==> src/sbt_map.svh <==
// register offsets, field positions and timing figures of the self-test controller
`ifndef SBT_MAP_SVH
`define SBT_MAP_SVH

// ----------------------------------------------------------------------
// own register offsets (byte addresses, one word each)
// ----------------------------------------------------------------------
`define SBT_OFF_CTRL 8'h00
`define SBT_OFF_DURATION 8'h04
`define SBT_OFF_SER_BASE 8'h08
`define SBT_OFF_STATUS 8'h0C
`define SBT_OFF_ERR_COUNT 8'h10
`define SBT_OFF_IRQ_STATUS 8'h14
`define SBT_OFF_IRQ_MASK 8'h18

// ----------------------------------------------------------------------
// field positions and reset values
// ----------------------------------------------------------------------
`define SBT_CTRL_START 0
`define SBT_CTRL_STOP 1
`define SBT_CTRL_CLK_SEL 2
`define SBT_IRQ_DONE 0
`define SBT_IRQ_ERROR 1
`define SBT_IRQ_LOCK_LOST 2
`define SBT_IRQ_TIMEOUT 3
`define SBT_IRQ_BUS_ERR 4
`define SBT_IRQ_W 5
`define SBT_ERR_W 16
`define SBT_ERR_MAX 16'hFFFF
`define SBT_RESET_WORD 32'h0000_0000

// ----------------------------------------------------------------------
// serializer local register that is pulsed after the test starts
// ----------------------------------------------------------------------
`define SBT_DEV_TOGGLE_ADDR 32'h0000_0004
`define SBT_DEV_TOGGLE_MASK 32'h0000_0020

// ----------------------------------------------------------------------
// timing
// ----------------------------------------------------------------------
`define SBT_CLK_MHZ 10
`define SBT_LOCK_TIMEOUT_US 10000
`define SBT_SETTLE_US 10
`define SBT_SETTLE_CYC (`SBT_SETTLE_US * `SBT_CLK_MHZ)

`endif

==> src/sbt_pkg.sv <==
// types shared by the self-test controller files
package sbt_pkg;

    // ------------------------------------------------------------------
    // sequencer states, gray from idle to stop; stop back to idle flips all three bits
    // ------------------------------------------------------------------
    typedef enum logic [2:0] {
        SBT_IDLE = 3'h0,
        SBT_SET = 3'h1,
        SBT_CLEAR = 3'h3,
        SBT_LOCK_WAIT = 3'h2,
        SBT_RUN = 3'h6,
        SBT_STOP = 3'h7
    } sbt_state_e;

    // ------------------------------------------------------------------
    // apb request driven towards the serializer's local register port
    // ------------------------------------------------------------------
    typedef struct packed {
        logic psel;
        logic penable;
        logic pwrite;
        logic [31:0] paddr;
        logic [31:0] pwdata;
    } sbt_apb_req_s;

endpackage

==> src/sbt_sync.sv <==
// two-flop synchroniser, one pair per bit
`timescale 1ns/100ps
module sbt_sync #(
    parameter int W = 2
) (
    input wire logic clock,
    input wire logic rst,
    input wire logic [W-1:0] async_in,
    output logic [W-1:0] sync_out
);
    logic [W-1:0] meta_q;

    // ------------------------------------------------------------------
    // per-bit pairs
    // ------------------------------------------------------------------
    for (genvar i = 0; i < W; i++) begin : g_bit
        always_ff @(posedge clock) begin
            if (rst) begin
                meta_q[i] <= 1'b0;
                sync_out[i] <= 1'b0;
            end else begin
                meta_q[i] <= async_in[i];
                sync_out[i] <= meta_q[i];
            end
        end
    end
endmodule // sbt_sync

==> src/sbt_apb_master.sv <==
// single-write apb master towards the serializer register port
`timescale 1ns/100ps
module sbt_apb_master (
    input wire logic clock,
    input wire logic rst,
    input wire logic start,
    input wire logic [31:0] addr,
    input wire logic [31:0] wdata,
    output sbt_pkg::sbt_apb_req_s req,
    input wire logic pready,
    input wire logic pslverr,
    output logic done,
    output logic err
);
    import sbt_pkg::*;

    // ------------------------------------------------------------------
    // setup, then access until pready; no cycle count is assumed
    // ------------------------------------------------------------------
    always_ff @(posedge clock) begin
        if (rst) begin
            req <= '0;
            done <= 1'b0;
            err <= 1'b0;
        end else begin
            done <= 1'b0;
            if (!req.psel) begin
                if (start) begin
                    req.psel <= 1'b1;
                    req.penable <= 1'b0;
                    req.pwrite <= 1'b1;
                    req.paddr <= addr;
                    req.pwdata <= wdata;
                end
            end else if (!req.penable) begin
                req.penable <= 1'b1;
            end else if (pready) begin
                req.psel <= 1'b0;
                req.penable <= 1'b0;
                done <= 1'b1;
                err <= pslverr;
            end
        end
    end
endmodule // sbt_apb_master

==> src/sbt_ctrl.sv <==
// self-test controller driving the remote deserializer's test pins
`timescale 1ns/100ps
`include "sbt_map.svh"
module sbt_ctrl #(
    parameter int unsigned LOCK_TIMEOUT_CYC =
        `SBT_LOCK_TIMEOUT_US * `SBT_CLK_MHZ
) (
    input wire logic clock,
    input wire logic rst,
    input wire logic psel,
    input wire logic penable,
    input wire logic pwrite,
    input wire logic [31:0] paddr,
    input wire logic [31:0] pwdata,
    output logic [31:0] prdata,
    output logic pready,
    output logic pslverr,
    output logic irq,
    output logic self_test_request_pin,
    output logic self_test_clock_select_pin,
    input wire logic result_pin,
    input wire logic lock_pin,
    output sbt_pkg::sbt_apb_req_s ser_req,
    input wire logic ser_pready,
    input wire logic ser_pslverr
);
    import sbt_pkg::*;

    localparam int SETTLE_C = `SBT_SETTLE_CYC;

    sbt_state_e state_q, state_d;
    logic [31:0] timer_q, timer_d;
    logic [31:0] duration_q;
    logic [31:0] ser_base_q;
    logic clk_sel_q;
    logic [`SBT_IRQ_W-1:0] irq_stat_q, irq_stat_d, irq_mask_q;
    logic [`SBT_IRQ_W-1:0] irq_set, irq_clr;
    logic [`SBT_ERR_W-1:0] err_cnt_q, err_cnt_d;
    logic pass_q;
    logic res_prev_q;
    logic req_pin_d;
    logic res_s, lock_s;
    logic mst_done, mst_err;

    // ------------------------------------------------------------------
    // pin inputs, synchronised before use
    // ------------------------------------------------------------------
    sbt_sync #(.W(2)) u_sync (
        .clock(clock),
        .rst(rst),
        .async_in({lock_pin, result_pin}),
        .sync_out({lock_s, res_s})
    );

    // ------------------------------------------------------------------
    // apb slave decode; one wait state so all outputs come from flops
    // ------------------------------------------------------------------
    wire in_page = (paddr[31:8] == 24'h00_0000) && (paddr[1:0] == 2'h0);
    wire a_ctrl = in_page && (paddr[7:0] == `SBT_OFF_CTRL);
    wire a_dur = in_page && (paddr[7:0] == `SBT_OFF_DURATION);
    wire a_base = in_page && (paddr[7:0] == `SBT_OFF_SER_BASE);
    wire a_stat = in_page && (paddr[7:0] == `SBT_OFF_STATUS);
    wire a_err = in_page && (paddr[7:0] == `SBT_OFF_ERR_COUNT);
    wire a_irq = in_page && (paddr[7:0] == `SBT_OFF_IRQ_STATUS);
    wire a_mask = in_page && (paddr[7:0] == `SBT_OFF_IRQ_MASK);
    wire a_hit = a_ctrl | a_dur | a_base | a_stat | a_err | a_irq | a_mask;
    wire acc = psel && penable && !pready;
    wire wr_en = psel && penable && pready && pwrite && !pslverr;
    wire busy = (state_q != SBT_IDLE);

    wire [31:0] rd_data =
        a_ctrl ? {29'h0000_0000, clk_sel_q, 2'h0} :
        a_dur ? duration_q :
        a_base ? ser_base_q :
        a_stat ? {25'h000_0000, state_q, pass_q, lock_s, res_s, busy} :
        a_err ? {16'h0000, err_cnt_q} :
        a_irq ? {27'h000_0000, irq_stat_q} :
        a_mask ? {27'h000_0000, irq_mask_q} :
        `SBT_RESET_WORD;

    wire start_wr = wr_en && a_ctrl && pwdata[`SBT_CTRL_START];
    wire stop_wr = wr_en && a_ctrl && pwdata[`SBT_CTRL_STOP];

    always_ff @(posedge clock) begin
        if (rst) begin
            pready <= 1'b0;
            pslverr <= 1'b0;
            prdata <= `SBT_RESET_WORD;
        end else begin
            pready <= acc;
            pslverr <= acc && !a_hit;
            prdata <= (acc && !pwrite) ? rd_data : `SBT_RESET_WORD;
        end
    end

    always_ff @(posedge clock) begin
        if (rst) begin
            duration_q <= `SBT_RESET_WORD;
            ser_base_q <= `SBT_RESET_WORD;
            clk_sel_q <= 1'b0;
            irq_mask_q <= '0;
        end else if (wr_en) begin
            if (a_dur) duration_q <= pwdata;
            if (a_base) ser_base_q <= pwdata;
            if (a_ctrl && !busy) clk_sel_q <= pwdata[`SBT_CTRL_CLK_SEL];
            if (a_mask) irq_mask_q <= pwdata[`SBT_IRQ_W-1:0];
        end
    end

    // clock select is frozen while a test runs; a change mid-test would
    // drop lock at the far end
    always_ff @(posedge clock) begin
        if (rst) begin
            self_test_clock_select_pin <= 1'b0;
        end else begin
            self_test_clock_select_pin <= clk_sel_q;
        end
    end

    // ------------------------------------------------------------------
    // serializer register pulse: set then clear the toggle bit
    // ------------------------------------------------------------------
    wire go_set = (state_q == SBT_IDLE) && start_wr;
    wire go_clear = (state_q == SBT_SET) && mst_done;
    wire mst_start = go_set || go_clear;
    wire [31:0] set_data = ser_base_q | `SBT_DEV_TOGGLE_MASK;
    wire [31:0] clear_data = ser_base_q & ~`SBT_DEV_TOGGLE_MASK;
    wire [31:0] mst_wdata = go_set ? set_data : clear_data;

    sbt_apb_master u_mst (
        .clock(clock),
        .rst(rst),
        .start(mst_start),
        .addr(`SBT_DEV_TOGGLE_ADDR),
        .wdata(mst_wdata),
        .req(ser_req),
        .pready(ser_pready),
        .pslverr(ser_pslverr),
        .done(mst_done),
        .err(mst_err)
    );

    // ------------------------------------------------------------------
    // test sequencer
    // ------------------------------------------------------------------
    wire lock_to = (state_q == SBT_LOCK_WAIT)
        && (timer_q == 32'(LOCK_TIMEOUT_CYC - 1));
    wire run_end = (duration_q != `SBT_RESET_WORD)
        && (timer_q == duration_q - 32'h0000_0001);
    wire settle_end = (timer_q == 32'(SETTLE_C - 1));
    wire res_fall = res_prev_q && !res_s;
    wire in_run = (state_q == SBT_RUN);

    always_comb begin
        state_d = state_q;
        case (state_q)
            SBT_IDLE: begin
                if (go_set) state_d = SBT_SET;
            end
            SBT_SET: begin
                if (mst_done) state_d = SBT_CLEAR;
            end
            SBT_CLEAR: begin
                if (mst_done) state_d = SBT_LOCK_WAIT;
            end
            SBT_LOCK_WAIT: begin
                // checking only counts once lock and a high result are seen
                if (stop_wr || lock_to) begin
                    state_d = SBT_STOP;
                end else if (lock_s && res_s) begin
                    state_d = SBT_RUN;
                end
            end
            SBT_RUN: begin
                if (stop_wr || run_end) state_d = SBT_STOP;
            end
            SBT_STOP: begin
                if (settle_end) state_d = SBT_IDLE;
            end
            default: begin
                state_d = SBT_IDLE;
            end
        endcase
    end

    assign timer_d = (state_d != state_q) ? `SBT_RESET_WORD
        : timer_q + 32'h0000_0001;

    // pin width is the test length; it falls on entry to stop
    assign req_pin_d = (state_d != SBT_IDLE) && (state_d != SBT_STOP);

    always_ff @(posedge clock) begin
        if (rst) begin
            state_q <= SBT_IDLE;
            timer_q <= `SBT_RESET_WORD;
            self_test_request_pin <= 1'b0;
        end else begin
            state_q <= state_d;
            timer_q <= timer_d;
            self_test_request_pin <= req_pin_d;
        end
    end

    // ------------------------------------------------------------------
    // result pin observation
    // ------------------------------------------------------------------
    // half-period low pulses shorter than our clock may be missed; the
    // count is a lower bound, the final level is exact
    assign err_cnt_d = go_set ? '0
        : (in_run && res_fall && err_cnt_q != `SBT_ERR_MAX)
            ? err_cnt_q + 16'h0001 : err_cnt_q;

    always_ff @(posedge clock) begin
        if (rst) begin
            res_prev_q <= 1'b0;
            err_cnt_q <= '0;
            pass_q <= 1'b0;
        end else begin
            res_prev_q <= res_s;
            err_cnt_q <= err_cnt_d;
            if (go_set) begin
                pass_q <= 1'b0;
            end else if (state_q == SBT_STOP && settle_end) begin
                pass_q <= res_s;
            end
        end
    end

    // ------------------------------------------------------------------
    // interrupts: sticky, write one to clear, set wins
    // ------------------------------------------------------------------
    assign irq_set[`SBT_IRQ_DONE] = (state_q == SBT_STOP) && settle_end;
    assign irq_set[`SBT_IRQ_ERROR] = in_run && res_fall;
    assign irq_set[`SBT_IRQ_LOCK_LOST] = in_run && !lock_s;
    assign irq_set[`SBT_IRQ_TIMEOUT] = lock_to;
    assign irq_set[`SBT_IRQ_BUS_ERR] = mst_done && mst_err;
    assign irq_clr = (wr_en && a_irq) ? pwdata[`SBT_IRQ_W-1:0] : '0;
    assign irq_stat_d = (irq_stat_q & ~irq_clr) | irq_set;

    always_ff @(posedge clock) begin
        if (rst) begin
            irq_stat_q <= '0;
            irq <= 1'b0;
        end else begin
            irq_stat_q <= irq_stat_d;
            irq <= |(irq_stat_d & irq_mask_q);
        end
    end
endmodule // sbt_ctrl

==> config.mk <==
export PLATFORM = sky130hd
export DESIGN_NAME = sbt_ctrl
export DESIGN_NICKNAME = d
export VERILOG_FILES = /design/src/sbt_pkg.sv /design/src/sbt_sync.sv /design/src/sbt_apb_master.sv /design/src/sbt_ctrl.sv
export VERILOG_INCLUDE_DIRS = /design/src
export SDC_FILE = /design/constraint.sdc
export NUM_CORES = 1
export LEC_CHECK = 0
export BUFFER_PORTS_ARGS = -buffer_cell sky130_fd_sc_hd__buf_2
export CELL_PAD_IN_SITES_DETAIL_PLACEMENT = 0
export CELL_PAD_IN_SITES_GLOBAL_PLACEMENT = 1
export CORE_MARGIN = 1
export CORE_UTILIZATION = 40
export CTS_CLUSTER_SIZE = 25
export DETAILED_ROUTE_END_ITERATION = 12
export PLACE_DENSITY_LB_ADDON = 0.1
export SETUP_SLACK_MARGIN = 0.1
export SLEW_MARGIN = 15
export SYNTH_ARGS = -nofsm -noshare
export SYNTH_HDL_FRONTEND = slang
export SYNTH_HIERARCHICAL = 1
export SYNTH_SLANG_ARGS = --single-unit
==> constraint.sdc <==
create_clock -name clock -period 5.1 [get_ports clock]
set_input_delay 0 -clock clock [delete_from_list [all_inputs] [get_ports clock]]
set_output_delay 0 -clock clock [all_outputs]
set_load 0.03 [all_outputs]
==> summary.txt <==
DP Wirelength: 22,600 microns
final core occ: 49.36%
Iter 0 DRT Violations: 667
nature of the critical path endpoint: register
r2r endpoint: timer_q[30]$_SDFF_PP0_
r2r worst-path depth: 11
top post-synthesis cells by area: dfxtp_1 44%, nand2_1 12%, a21oi_1 7.0%, xnor2_1 3.4%, xor2_1 2.8%
sequential power share: 48.6%
Worst Setup EP: timer_q[30]$_SDFF_PP0_
die width: 167.0 microns
Final min period: 3.786 ns
Yosys warnings: 6
RSZ-0062 raised after global routing: false
violated checks: negative hold slack
Max-Cap Viols: 0
Slew Viols, Final: 0
vias: 10.08k
routed len/inst: 17.00 microns
outcome: finished with violations
Die H: 167.0 microns
Synth cell types: 67
# hold bufs at CTS: 43
setup_tns: 0 ns
Pleak: 0.005188 uW
critical path type: reg -> reg
Main synth FF type: dfxtp_1
first-pass GRT wire length: 51,920 microns
Relative slew margins: 32.56%
vias per cell: 5.271
met2 WL: 13,760 microns
post-route ant nets: 0
Worst Setup SP: duration_q[0]$_SDFFE_PP0P_
Min-Delay Path Class: in -> reg
share of the yosys chip area belonging to registers: 43.74%
Starting Density: 40.64%
Yosys reg bits: 238
clk root buf: clkbuf_16
sw power: 852.9 uW
Total GRT Usage: 22.97%
drt total wl: 32,520 microns
Worst-path clk slew: 0.06 ns
PD cells: 291.5 nW/um^2
clk buf depth: 3
fraction of layout cells with a size suffix above 1: 17.94%
CTS buffer count: 27
Initial DRT Pass Iterations: 6
R2R setup slack: 1.31 ns
clk_skew: 0.01479 ns
total clock sinks: 238
# diodes: 0
maximum VDD drop: 0.2126 mV
final-report hold violation count: 2
Netlist Area Pre-Place: 10,890 sq um
Yosys top cell by area: dfxtp_1
Post-CTS Setup Bufs: 0
Critical Path Source Type: register
die area: 27,890 sq um
top layer in use: met4
Least-Margin Pin Slew: 1.012 ns
Switching Share: 22.12%
initial antenna violation count: 0
Reg-to-Reg Start: duration_q[0]$_SDFFE_PP0P_
Comb pwr share: 3.4%
Fmax: 264.2 MHz
CP Data Required Time: 5.50 ns
Mean Syn Cell Area: 8.032 sq um
Post-synth ARST share: 0%
worst-path fanout max: 17
Worst Path Arrival: 4.19 ns
vias in the first global route: 9,402
crit share post-route: 74.23%
I/O pin count: 177
largest net degree at the start of global routing: 89
Clk pwr share: 48.1%
FP Rows: 60
Layout area overhead: 21.45%
core area: 26,800 sq um
H-tree Lvls: 1
Finish-stage setup viols: 0
Post-CTS Resized: 0
metal3 WL: 1838 microns
EDFF count, synth: 0
final hold slack: -0.01221 ns
DR DRC count: 0
top-area cell type share of the netlist area: 43.74%
grt total ovfl: 0
Syn Inst Count: 1,356
Worst-Skew Late Latency: 0.54 ns
Port Buffers: 176
layout net count: 1,631
CTS tree: done
internal power: 3003 uW
FILL cells: 2,655
RD Place Congestion: 0.8505
WL met1: 16,260 microns
==> power groups by stage <==
stage | clock network (uW) | registers, uW | logic (uW)
after CTS | 1900 | 1870 | 130
after detailed placement | 0 | 1910 | 105
after floorplan | 0 | 1910 | 52.6
after global placement | 0 | 1910 | 105
after global routing | 1980 | 1870 | 143
final | 1850 | 1870 | 130
==> worst max-delay path, stage by stage, from the launching register on <==
cell and delay (ns):
dfxtp_1 0.36, inv_1 0.12, ha_1 0.22, nor4b_2 0.47
nand4_1 0.18, or4_1 0.51, a211oi_1 0.24, nand4_1 0.12
nor4_1 0.33, a21o_1 0.68, buf_4 0.34, a21oi_2 0.07
==> flip-flops by register name, indices dropped and copies added (netlist names), 2 cells and up <==
register / flops
timer_q: 32
u_sync/sync_out: 2
irq_mask_q: 5
state_q: 3
duration_q: 32
u_mst/req: 67
irq_stat_q: 5
err_cnt_q: 16
prdata: 32
ser_base_q: 32
u_sync/meta_q: 2
==> layout by cell type, fill, tap and decap left out, drive strengths merged, types with 8 or more instances in the layout <==
master,count
nand3,37
a22oi,18
or3,15
dlygate4sd3,43
nand4,28
clkbuf,37
xnor2,42
nand2,344
and2,8
and3,9
conb,32
nor4,26
a222oi,9
dfxtp,238
xor2,35
nor3,30
o21ai,24
a21oi,183
buf,192
inv,14
nor2b,11
mux2i,15
nor2,78
==> Yosys cell counts, drive strengths merged, types with 15 or more instances <==
master	n
or3	15
nand4	28
dfxtp	238
nand2	344
clkbuf	67
xor2	35
nor3	30
a21oi	183
nor4	26
mux2i	15
nor2	78
nand3	37
o21ai	24
a22oi	18
xnor2	42
buf	29
==> cells by family (layout without fill, tap and decap cells) <==
logic type	after synthesis	count (layout)	synth area share (%)
muxes	15	15	1.378
AOI/OAI and AO/OA	283	283	16.31
adders and majority gates	4	4	0.4595
xor gates and xnor gates	77	77	6.192
and+or+nand+nor	629	629	26.72
DFF	238	238	43.74
buffers and inverters	108	294	5.124
other	2	32	0.06895
==> final cells by class <==
class / count / area, sq um / share of cell area, %
Multi-Input combinational cell: 1040 / 5717 / 43.22
Sequential cell: 238 / 4765 / 36.02
Tap cell: 341 / 426.7 / 3.225
Inverter: 12 / 45.04 / 0.3405
Timing Repair Buffer: 235 / 1434 / 10.84
Clock inverter: 10 / 87.58 / 0.6621
Clock buffer: 37 / 753.2 / 5.694
==> worst min-delay path by stage <==
stage / start / to / slack, ns / depth (start not counted)
2_1_floorplan: rst / u_sync/meta_q[0]$_SDFF_PP0_ / 0.07 / 1
3_3_place_gp: lock_pin / u_sync/meta_q[1]$_SDFF_PP0_ / 0.21 / 2
3_5_place_dp: pwrite / prdata[2]$_SDFF_PP0_ / 0.21 / 2
4_1_cts: rst / u_sync/meta_q[1]$_SDFF_PP0_ / 0.009 / 2
5_1_grt: rst / u_sync/meta_q[0]$_SDFF_PP0_ / 0.02 / 2
6_report: rst / u_sync/meta_q[1]$_SDFF_PP0_ / -0.01 / 2
==> per-layer routing <==
layer | GRT usage, % | vias to the layer above
li1 | - | 5047
met1 | 34.32 | 4696
met2 | 34.22 | 298
met3 | 3.137 | 43
met4 | 6.240 | 0
met5 | 0 | -
==> per-stage QoR <==
stage	instance area (sq um)	hold slack, ns	power [uW]	std cells	setup slack (ns)
after floorplan	11000	0.07161	1964	1386	2.379
after global routing	13230	0.02001	4000	1913	1.058
after CTS	13230	0.009095	3904	1913	1.310
after detailed placement	11960	0.2109	2019	1823	1.328
final	13230	-0.01221	3856	1913	1.314
after global placement	11960	0.2122	2019	1823	1.379
Note: power is estimated with default switching activity, not from simulation.
